## src/hdl/atpwm_pkg.sv

```systemverilog
/*
  Shared constants of the angle to PWM output stage: clock rate, carrier
  rate, duty band, angle and span encodings.
  Assumes a single 100 MHz clock and a full-turn angle word of 12 bits.
*/
package atpwm_pkg;

  // ****************************************************************
  // Timing
  // ****************************************************************
  localparam int CLK_HZ       = 100_000_000;
  localparam int PWM_HZ       = 244;
  localparam int PERIOD_CYC   = CLK_HZ / PWM_HZ;
  localparam int MIN_DUTY_PCT = 10;
  localparam int MAX_DUTY_PCT = 90;
  localparam int PCT_FULL     = 100;

  // ****************************************************************
  // Widths and encodings
  // ****************************************************************
  localparam int CNT_W      = 19;
  localparam int ANGLE_W    = 12;
  localparam int SPAN_W     = 9;
  localparam int PROD_W     = 21;
  localparam int CODE_W     = 12;
  localparam int MUL_W      = 31;
  localparam logic [SPAN_W-1:0] SPAN_MIN_DEG   = 9'h007;
  localparam logic [SPAN_W-1:0] SPAN_MAX_DEG   = 9'h168;
  localparam logic [CODE_W-1:0] CODE_MAX       = 12'hfff;

endpackage

```

## src/hdl/atpwm_span_div.sv

```systemverilog
/*
  Sequential restoring divider that scales the angle product by the span.
  Assumes a synchronised active-low reset and a start pulse only while idle.
*/
`timescale 1ns/10ps
module atpwm_span_div
  import atpwm_pkg::*;
(
  input  wire logic              i_clk,
  input  wire logic              i_rstn,
  input  wire logic              i_start,
  input  wire logic [PROD_W-1:0] i_dividend,
  input  wire logic [SPAN_W-1:0] i_divisor,
  output logic                   o_done,
  output logic [PROD_W-1:0]      o_quot
);

  // ****************************************************************
  // Divider state
  // ****************************************************************
  // One quotient bit a cycle; done long before the next period starts.
  logic [PROD_W-1:0] dvd_r;
  logic [SPAN_W-1:0] div_r;
  logic [SPAN_W:0]   rem_r;
  logic [4:0]        bits_r;
  logic              busy_r;
  logic [SPAN_W:0]   rem_sh;
  logic              fits;

  assign rem_sh = {rem_r[SPAN_W-1:0], dvd_r[PROD_W-1]};
  assign fits   = rem_sh >= {1'b0, div_r};

  always_ff @(posedge i_clk or negedge i_rstn)
  begin
    if (!i_rstn)
    begin
      dvd_r  <= '0;
      div_r  <= '0;
      rem_r  <= '0;
      bits_r <= '0;
      busy_r <= 1'b0;
      o_done <= 1'b0;
    end
    else
    begin
      o_done <= 1'b0;
      if (i_start && !busy_r)
      begin
        dvd_r  <= i_dividend;
        div_r  <= i_divisor;
        rem_r  <= '0;
        bits_r <= 5'(PROD_W);
        busy_r <= 1'b1;
      end
      else if (busy_r)
      begin
        rem_r  <= fits ? rem_sh - {1'b0, div_r} : rem_sh;
        dvd_r  <= {dvd_r[PROD_W-2:0], fits};
        bits_r <= bits_r - 5'h01;
        if (bits_r == 5'h01)
        begin
          busy_r <= 1'b0;
          o_done <= 1'b1;
        end
      end
    end
  end

  assign o_quot = dvd_r;

endmodule

```

## src/hdl/atpwm_top.sv

```systemverilog
/*
  Angle to PWM output stage: fixed-rate carrier whose high time follows
  the shaft angle across a configurable span, in either sense of rotation.
  Assumes angle, span and sense inputs synchronous to i_clk.
*/
`timescale 1ns/10ps
module atpwm_top
  import atpwm_pkg::*;
#(
  parameter int P_PERIOD_CYCLES = PERIOD_CYC
)
(
  input  wire logic               i_clk,
  input  wire logic               i_rstn,
  input  wire logic [ANGLE_W-1:0] i_angle,
  input  wire logic [SPAN_W-1:0]  i_span_deg,
  input  wire logic               i_counterclockwise_option,
  output logic                    o_pwm
);

  localparam logic [CNT_W-1:0] PERIOD_M1 = CNT_W'(P_PERIOD_CYCLES - 1);
  localparam logic [CNT_W-1:0] MIN_HIGH  =
    CNT_W'(P_PERIOD_CYCLES * MIN_DUTY_PCT / PCT_FULL);
  localparam logic [CNT_W-1:0] MAX_HIGH  =
    CNT_W'(P_PERIOD_CYCLES * MAX_DUTY_PCT / PCT_FULL);
  localparam logic [MUL_W-1:0] BAND_HIGH = MUL_W'(MAX_HIGH - MIN_HIGH);
  localparam logic [CNT_W:0]   PERIOD_W  = (CNT_W+1)'(P_PERIOD_CYCLES);

  // ****************************************************************
  // Helpers
  // ****************************************************************
  function automatic logic [CNT_W-1:0] calc_high(input logic [CODE_W-1:0] code);
    logic [MUL_W-1:0] prod;
    prod      = MUL_W'(code) * BAND_HIGH / MUL_W'(CODE_MAX);
    calc_high = MIN_HIGH + prod[CNT_W-1:0];
  endfunction

  function automatic logic [SPAN_W-1:0] clamp_span(input logic [SPAN_W-1:0] s);
    if (s < SPAN_MIN_DEG)
      clamp_span = SPAN_MIN_DEG;
    else if (s > SPAN_MAX_DEG)
      clamp_span = SPAN_MAX_DEG;
    else
      clamp_span = s;
  endfunction

  // ****************************************************************
  // Reset release
  // ****************************************************************
  logic [1:0] rst_sync_r;
  logic       rstn;

  always_ff @(posedge i_clk or negedge i_rstn)
  begin
    if (!i_rstn)
      rst_sync_r <= 2'h0;
    else
      rst_sync_r <= {rst_sync_r[0], 1'b1};
  end

  assign rstn = rst_sync_r[1];

  // ****************************************************************
  // Period counter
  // ****************************************************************
  logic [CNT_W-1:0] cnt_r;
  logic             wrap;

  assign wrap = cnt_r == PERIOD_M1;

  always_ff @(posedge i_clk or negedge rstn)
  begin
    if (!rstn)
      cnt_r <= '0;
    else
      cnt_r <= wrap ? '0 : cnt_r + 19'h00001;
  end

  // ****************************************************************
  // Angle scaling
  // ****************************************************************
  logic [SPAN_W-1:0] span_eff;
  logic [PROD_W-1:0] dividend;
  logic              div_done;
  logic [PROD_W-1:0] quot;
  logic [CODE_W-1:0] q_clamp;
  logic [CODE_W-1:0] code_nxt;
  logic              ccw_r;
  logic [PROD_W-1:0] dvd_samp_r;
  logic [SPAN_W-1:0] span_samp_r;

  assign span_eff = clamp_span(i_span_deg);
  assign dividend = PROD_W'(i_angle) * PROD_W'(SPAN_MAX_DEG);

  atpwm_span_div u_div
  (
    .i_clk      (i_clk),
    .i_rstn     (rstn),
    .i_start    (wrap),
    .i_dividend (dividend),
    .i_divisor  (span_eff),
    .o_done     (div_done),
    .o_quot     (quot)
  );

  always_ff @(posedge i_clk or negedge rstn)
  begin
    if (!rstn)
      ccw_r <= 1'b0;
    else if (wrap)
      ccw_r <= i_counterclockwise_option;
  end

  always_ff @(posedge i_clk or negedge rstn)
  begin
    if (!rstn)
    begin
      dvd_samp_r  <= '0;
      span_samp_r <= SPAN_MIN_DEG;
    end
    else if (wrap)
    begin
      dvd_samp_r  <= dividend;
      span_samp_r <= span_eff;
    end
  end

  // Quotient saturates at 12-bit full scale.
  assign q_clamp  = (quot > PROD_W'(CODE_MAX)) ? CODE_MAX : quot[CODE_W-1:0];
  // Sense of rotation flips the code.
  assign code_nxt = ccw_r ? CODE_MAX - q_clamp : q_clamp;

  // ****************************************************************
  // Pulse width
  // ****************************************************************
  // Holding a pending width costs one period of latency but keeps every
  // period whole when the angle moves.
  logic [CNT_W-1:0]  pend_high_r;
  logic [CODE_W-1:0] pend_code_r;
  logic [CNT_W-1:0]  high_r;

  // Width maps code onto the band.
  always_ff @(posedge i_clk or negedge rstn)
  begin
    if (!rstn)
    begin
      pend_high_r <= MIN_HIGH;
      pend_code_r <= '0;
    end
    else if (div_done)
    begin
      pend_high_r <= calc_high(code_nxt);
      pend_code_r <= code_nxt;
    end
  end

  always_ff @(posedge i_clk or negedge rstn)
  begin
    if (!rstn)
      high_r <= MIN_HIGH;
    else if (wrap)
      high_r <= pend_high_r;
  end

  // ****************************************************************
  // Output
  // ****************************************************************
  always_ff @(posedge i_clk or negedge rstn)
  begin
    if (!rstn)
      o_pwm <= 1'b0;
    else
      o_pwm <= cnt_r < high_r;
  end

  // ****************************************************************
  // Output checks
  // ****************************************************************
  logic           pwm_d_r;
  logic           seen_r;
  logic [CNT_W:0] since_rise_r;
  logic [CNT_W:0] high_len_r;
  logic           rise;
  logic           fall;

  assign rise = o_pwm && !pwm_d_r;
  assign fall = !o_pwm && pwm_d_r;

  always_ff @(posedge i_clk or negedge rstn)
  begin
    if (!rstn)
    begin
      pwm_d_r      <= 1'b0;
      seen_r       <= 1'b0;
      since_rise_r <= '0;
      high_len_r   <= '0;
    end
    else
    begin
      pwm_d_r      <= o_pwm;
      seen_r       <= seen_r | rise;
      since_rise_r <= rise ? 20'h00001 : since_rise_r + 20'h00001;
      high_len_r   <= o_pwm ? high_len_r + 20'h00001 : '0;
    end
  end
endmodule

```

## config.mk

```make
export PLATFORM = sky130hd
export DESIGN_NAME = atpwm_top
export DESIGN_NICKNAME = d
export VERILOG_FILES = /design/src/hdl/atpwm_pkg.sv /design/src/hdl/atpwm_span_div.sv /design/src/hdl/atpwm_top.sv
export SDC_FILE = /design/constraint.sdc
export NUM_CORES = 1
export LEC_CHECK = 0
export ABC_CLOCK_PERIOD_IN_PS = 3600
export BUFFER_PORTS_ARGS = -buffer_cell sky130_fd_sc_hd__clkbuf_2
export CELL_PAD_IN_SITES_DETAIL_PLACEMENT = 1
export CELL_PAD_IN_SITES_GLOBAL_PLACEMENT = 2
export CORE_MARGIN = 2
export CORE_UTILIZATION = 40
export CTS_CLUSTER_SIZE = 28
export DETAILED_ROUTE_END_ITERATION = 7
export HOLD_SLACK_MARGIN = 0.03
export PLACE_DENSITY = 0.85
export SLEW_MARGIN = 5
export SYNTH_ARGS = -nofsm -noshare
export SYNTH_HDL_FRONTEND = slang
export SYNTH_SLANG_ARGS = --single-unit
```

## constraint.sdc

```tcl
create_clock -name i_clk -period 3.6 [get_ports i_clk]
set_input_delay 0.54 -clock i_clk [delete_from_list [all_inputs] [get_ports i_clk]]
set_output_delay 0.54 -clock i_clk [all_outputs]
set_load 0.005 [all_outputs]
```

==> flow_summary.json, run 1 <==
{
  "status": "did not finish",
  "haltStage": "global routing (5_1_grt)",
  "error": "[ERROR GRT-0232] Routing congestion too high. Check the congestion heatmap in the GUI.",
  "synthesis.area_um2": 18300,
  "yosys.area_share.adder_pct": 17.0,
  "synthSimpleGateAreaFrac_pct": 26.2,
  "gp_congestion": 0.964,
  "synth_top_family_by_area": "compound AO/OA/AOI/OAI gates",
  "synth_mux_area_share_pct": 2.39,
  "yosys.area.top_type": "dfrtp_1",
  "synth-seq-cells": 107,
  "io_buffers": 24,
  "synth_flop_cell": "dfrtp_1",
  "synth_area_leaders": "dfrtp_1 (13%), ha_1 (11%), fa_1 (6.4%), nand2_1 (4.6%), xnor2_1 (4.6%)",
  "grt.total_usage_pct": 81.7,
  "synth_top_area_share_pct": 13.0,
  "grt-ovfl-total": 422,
  "yosys.area_share.xor_xnor_pct": 7.34,
  "cts_buffers": 9,
  "fp-row-count": 78,
  "avgSynthCellArea_um2": 7.83,
  "netlist_instances": 2334,
  "worst_endpoint": "pend_high_r[18]$_DFFE_PN0P_/D",
  "yosysWarnings": 0,
  "grt_max_degree": 79,
  "synth_cell_types": 135,
  "cts.sink_count": 107,
  "worst_path_end_type": "sequential cell input",
  "die_h_um": 218,
  "clockBufferDepth": 2,
  "place_area_um2": 26000,
  "syn_nets": 2572,
  "antenna_found_initial": 13,
  "synth_compound_area_share_pct": 26.8,
  "dp_hpwl_mm": 65.8,
  "ys_seq_area_share_pct": 14.7,
  "cts_root_buf": "clkbuf_16",
  "die-width_um": 218,
  "synthArstFlopShare_pct": 100,
  "synth_edf_count": 0,
  "h-tree-depth": 3,
  "floorplan.initialDensity_pct": 40.4,
  "io_pins": 25
}
[Yosys cell counts, drive strengths merged (36+ instances only)]
cell / instances
nand2: 224
nor2: 201
inv: 174
o21ai: 162
ha: 156
a21oi: 146
xnor2: 99
dfrtp: 95
nand3: 72
nor3: 71
fa: 58
xor2: 50
nor4: 47
nand4: 42
a211oi: 38
a21o: 38
a31oi: 38
and2: 36
[kinds of logic after synthesis]
family | after synthesis
compound gates | 684
other cells | 1
flops | 107
simple gates | 892
xor+xnor | 149
buf+inv | 247
mux | 40
fa+ha+maj | 214
[metrics by stage]
step	worst slack (ns)	std cells
after floorplan	-16.66	2334
after global placement	-17.33	3779
after detailed placement	-18.80	3779
after CTS	-17.60	3900
[routing by layer]
| metal | GRT usage [%] | overflow |
|---|---|---|
| met1 | 79.5 | 4 |
| met2 | 98.4 | 228 |
| met3 | 66.5 | 13 |
| met4 | 88.9 | 177 |
| met5 | 25.1 | 0 |
[repair_timing]
action	4_1_cts
hold buffers	1
resized for setup	276
gates cloned	2
pin swaps	150
endpoints found under the setup margin	26
hold endpoints to repair	2
buffers inserted	112
==> run 2: changes to the inputs <==
- CELL_PAD_IN_SITES_DETAIL_PLACEMENT: 1 -> default
- CELL_PAD_IN_SITES_GLOBAL_PLACEMENT: 2 -> default
- CTS_CLUSTER_SIZE: 28 -> default
- HOLD_SLACK_MARGIN: 0.03 -> default
- PLACE_DENSITY: 0.85 -> default
- PLACE_DENSITY_LB_ADDON: default -> 0.15
==> run 2 against run 1 <==
The flow now finishes, with violations (setup timing). Synthesized cell count is the same. Synthesized area unchanged.
==> flow_summary.json, run 2 <==
{
  "drc": 0,
  "layout_commonest_cell": "buf_4",
  "slew_viol_final": 0,
  "cpMaxStageDelayCell": "or4b_4",
  "nNetsFinal": 3543,
  "final_cells": 3910,
  "most-common-layout-cells": "buf_4 (969), nand2_1 (210), nor2_1 (180)",
  "cts_tree": "yes",
  "synth_cell_types": 135,
  "synthArstFlopShare_pct": 100,
  "netlist_instances": 2334,
  "floorplan.initialDensity_pct": 40.4,
  "synthesis.area_um2": 18300,
  "timing.final.crit_share_pct": 577,
  "ant_nets": 0,
  "synth-seq-cells": 107,
  "cts.sink_count": 107,
  "rsz0062_at_grt": "true",
  "io_buffers": 24,
  "die-width_um": 218,
  "fmax_ghz": 0.0482,
  "grt-ovfl-total": 0,
  "clkLatencyLatePin_ns": 0.35,
  "gp_congestion": 0.911,
  "path_max_fanout": 6,
  "yosysMostFrequentCell": "nand2_1",
  "grt_pass1_vias": 21800,
  "dp_hpwl_mm": 51.5,
  "syn_nets": 2572,
  "clk_pin_slew_ns": 0.08,
  "core_um2": 45300,
  "setup_slack_ns": -17.17,
  "syn2layout_area_growth_pct": 59.9,
  "holdPathStages": 0,
  "synth_edf_count": 0,
  "wl_per_cell_um": 16.6,
  "hold_ws_ns": 0.355,
  "finClkSkew_ns": 0.00808,
  "cts_buffers": 9,
  "antenna_cells_inserted": 0,
  "synth_area_leaders": "dfrtp_1 (13%), ha_1 (11%), fa_1 (6.4%), nand2_1 (4.6%), xnor2_1 (4.6%)",
  "yosys.area.top_type": "dfrtp_1",
  "cts_root_buf": "clkbuf_16",
  "crit_buf_inv": 22,
  "synth_flop_cell": "dfrtp_1",
  "critPathLaunchType": "flop",
  "clockBufferDepth": 2,
  "ff2ff_path_depth": 93,
  "synth_top_area_share_pct": 13.0,
  "critPathMaxStageDelay_ns": 0.58,
  "tightestPinTransition_ns": 1.08,
  "antenna_found_initial": 0,
  "max-cap-violations": 0,
  "min_from": "rst_sync_r[0]$_DFF_PN0_",
  "largest_reg_flops": 21,
  "setup_viol_count_final": 23,
  "drt_iter0_drc": 1318,
  "drt_wl_total_mm": 65.0,
  "grt.total_usage_pct": 26.9,
  "timing.slew.headroom_pct": 28.1,
  "hold-path-endpoint": "rst_sync_r[1]$_DFF_PN0_",
  "status": "complete, but fails checks",
  "cpLargestDelayFamily": "simple AND/OR/NAND/NOR gates",
  "die-area_um2": 47400,
  "setup.worst_path.class": "reg2reg",
  "worstReg2RegEnd": "pend_high_r[12]$_DFFE_PN0P_",
  "synthTopCellsByCount": "nand2_1 (223), nor2_1 (199), inv_1 (174)",
  "ys_seq_area_share_pct": 14.7,
  "cp.required_ns": 3.84,
  "vias_per_cell": 5.47,
  "io_pins": 25,
  "final_core_util_pct": 64.6,
  "drive_gt1_share_pct": 46.3,
  "grt_pass1_wl_mm": 107,
  "fin_crit_ns": 20.77,
  "final-hold-violation-count": 0,
  "fp-row-count": 78,
  "r2r_start": "u_div.o_quot[18]$_DFFE_PN0P_",
  "avgSynthCellArea_um2": 7.83,
  "crit_arrival_ns": 21.00,
  "violations": "setup timing",
  "crit_top_cell": "buf_4",
  "grt_max_degree": 74,
  "placed_cells": 3750,
  "vias": 21400,
  "die_h_um": 218,
  "yosysWarnings": 0,
  "drtPass1Iterations": 5,
  "min-delay-path-class": "reg2reg",
  "worstSetupEndpointType": "flop",
  "h-tree-depth": 3,
  "r2r_slack_ns": -17.17
}
==> run 2: cell counts after synthesis <==
Identical to the previous run, type by type.
==> run 2: per-layer routing <==
layer | track usage (%) | share of wire, % | vias to the layer above
met2 | 46.8 | 48 | 449
met3 | 2.01 | 3.3 | 90
met4 | 5.08 | 1.9 | 0
met1 | 36.7 | 46 | 10300
li1 | - | - | 10500
met5 | 0 | 0 | -
==> run 2: cell type report <==
type                       instances  area (um^2)
clock buffer                       9          225
inverter                         176          661
multi-input combinational       1981        17000
timing repair buffer            1030         7870
tap                              600          751
clock inverter                     7         63.8
fill                            3933        16000
sequential                       107         2700
==> run 2: what timing repair did <==
| action | CTS | global route |
|---|---|---|
| hold buffers | 1 | 0 |
| hold endpoints to repair | 2 | 0 |
| endpoints found under the setup margin | 24 | 27 |
| pin swaps | 122 | 109 |
| cloned | 2 | 0 |
| gates resized for setup | 243 | 182 |
| buffers inserted | 110 | 50 |
==> run 2: kinds of logic after synthesis <==
kind of cell / synth area share [%]
and+or+nand+nor: 26.2
AOI/OAI and AO/OA: 26.8
buffers and inverters: 5.50
adders and majority gates: 17.0
xor gates and xnor gates: 7.34
DFF: 14.7
muxes: 2.39
other: 0.0205
==> run 2: how the worst max path moves through the flow <==
stage / start / to / slack (ns) / depth (start not counted)
2_1_floorplan: u_div.o_quot[13]$_DFFE_PN0P_ / pend_high_r[18]$_DFFE_PN0P_ / -16.66 / 86
3_3_place_gp: u_div.o_quot[19]$_DFFE_PN0P_ / pend_high_r[18]$_DFFE_PN0P_ / -17.70 / 92
3_5_place_dp: u_div.o_quot[13]$_DFFE_PN0P_ / pend_high_r[18]$_DFFE_PN0P_ / -17.87 / 85
4_1_cts: u_div.o_quot[18]$_DFFE_PN0P_ / pend_high_r[12]$_DFFE_PN0P_ / -16.87 / 89
5_1_grt: u_div.o_quot[18]$_DFFE_PN0P_ / pend_high_r[12]$_DFFE_PN0P_ / -18.04 / 89
6_report: u_div.o_quot[18]$_DFFE_PN0P_ / pend_high_r[12]$_DFFE_PN0P_ / -17.17 / 93
==> run 2: through the flow <==
step,worst slack (ns),area [um^2],TNS (ns)
4_1_cts,-16.87,28100,-313.74
3_3_place_gp,-17.70,25800,-330.23
5_1_grt,-18.04,29200,-336.67
2_1_floorplan,-16.66,18800,-306.94
3_5_place_dp,-17.87,25800,-333.60
6_report,-17.17,29200,-319.69
Power of run 2 is left out: the tool's default activity adds up to more than one toggle a clock period on the data nets, which glitch-free logic cannot reach.
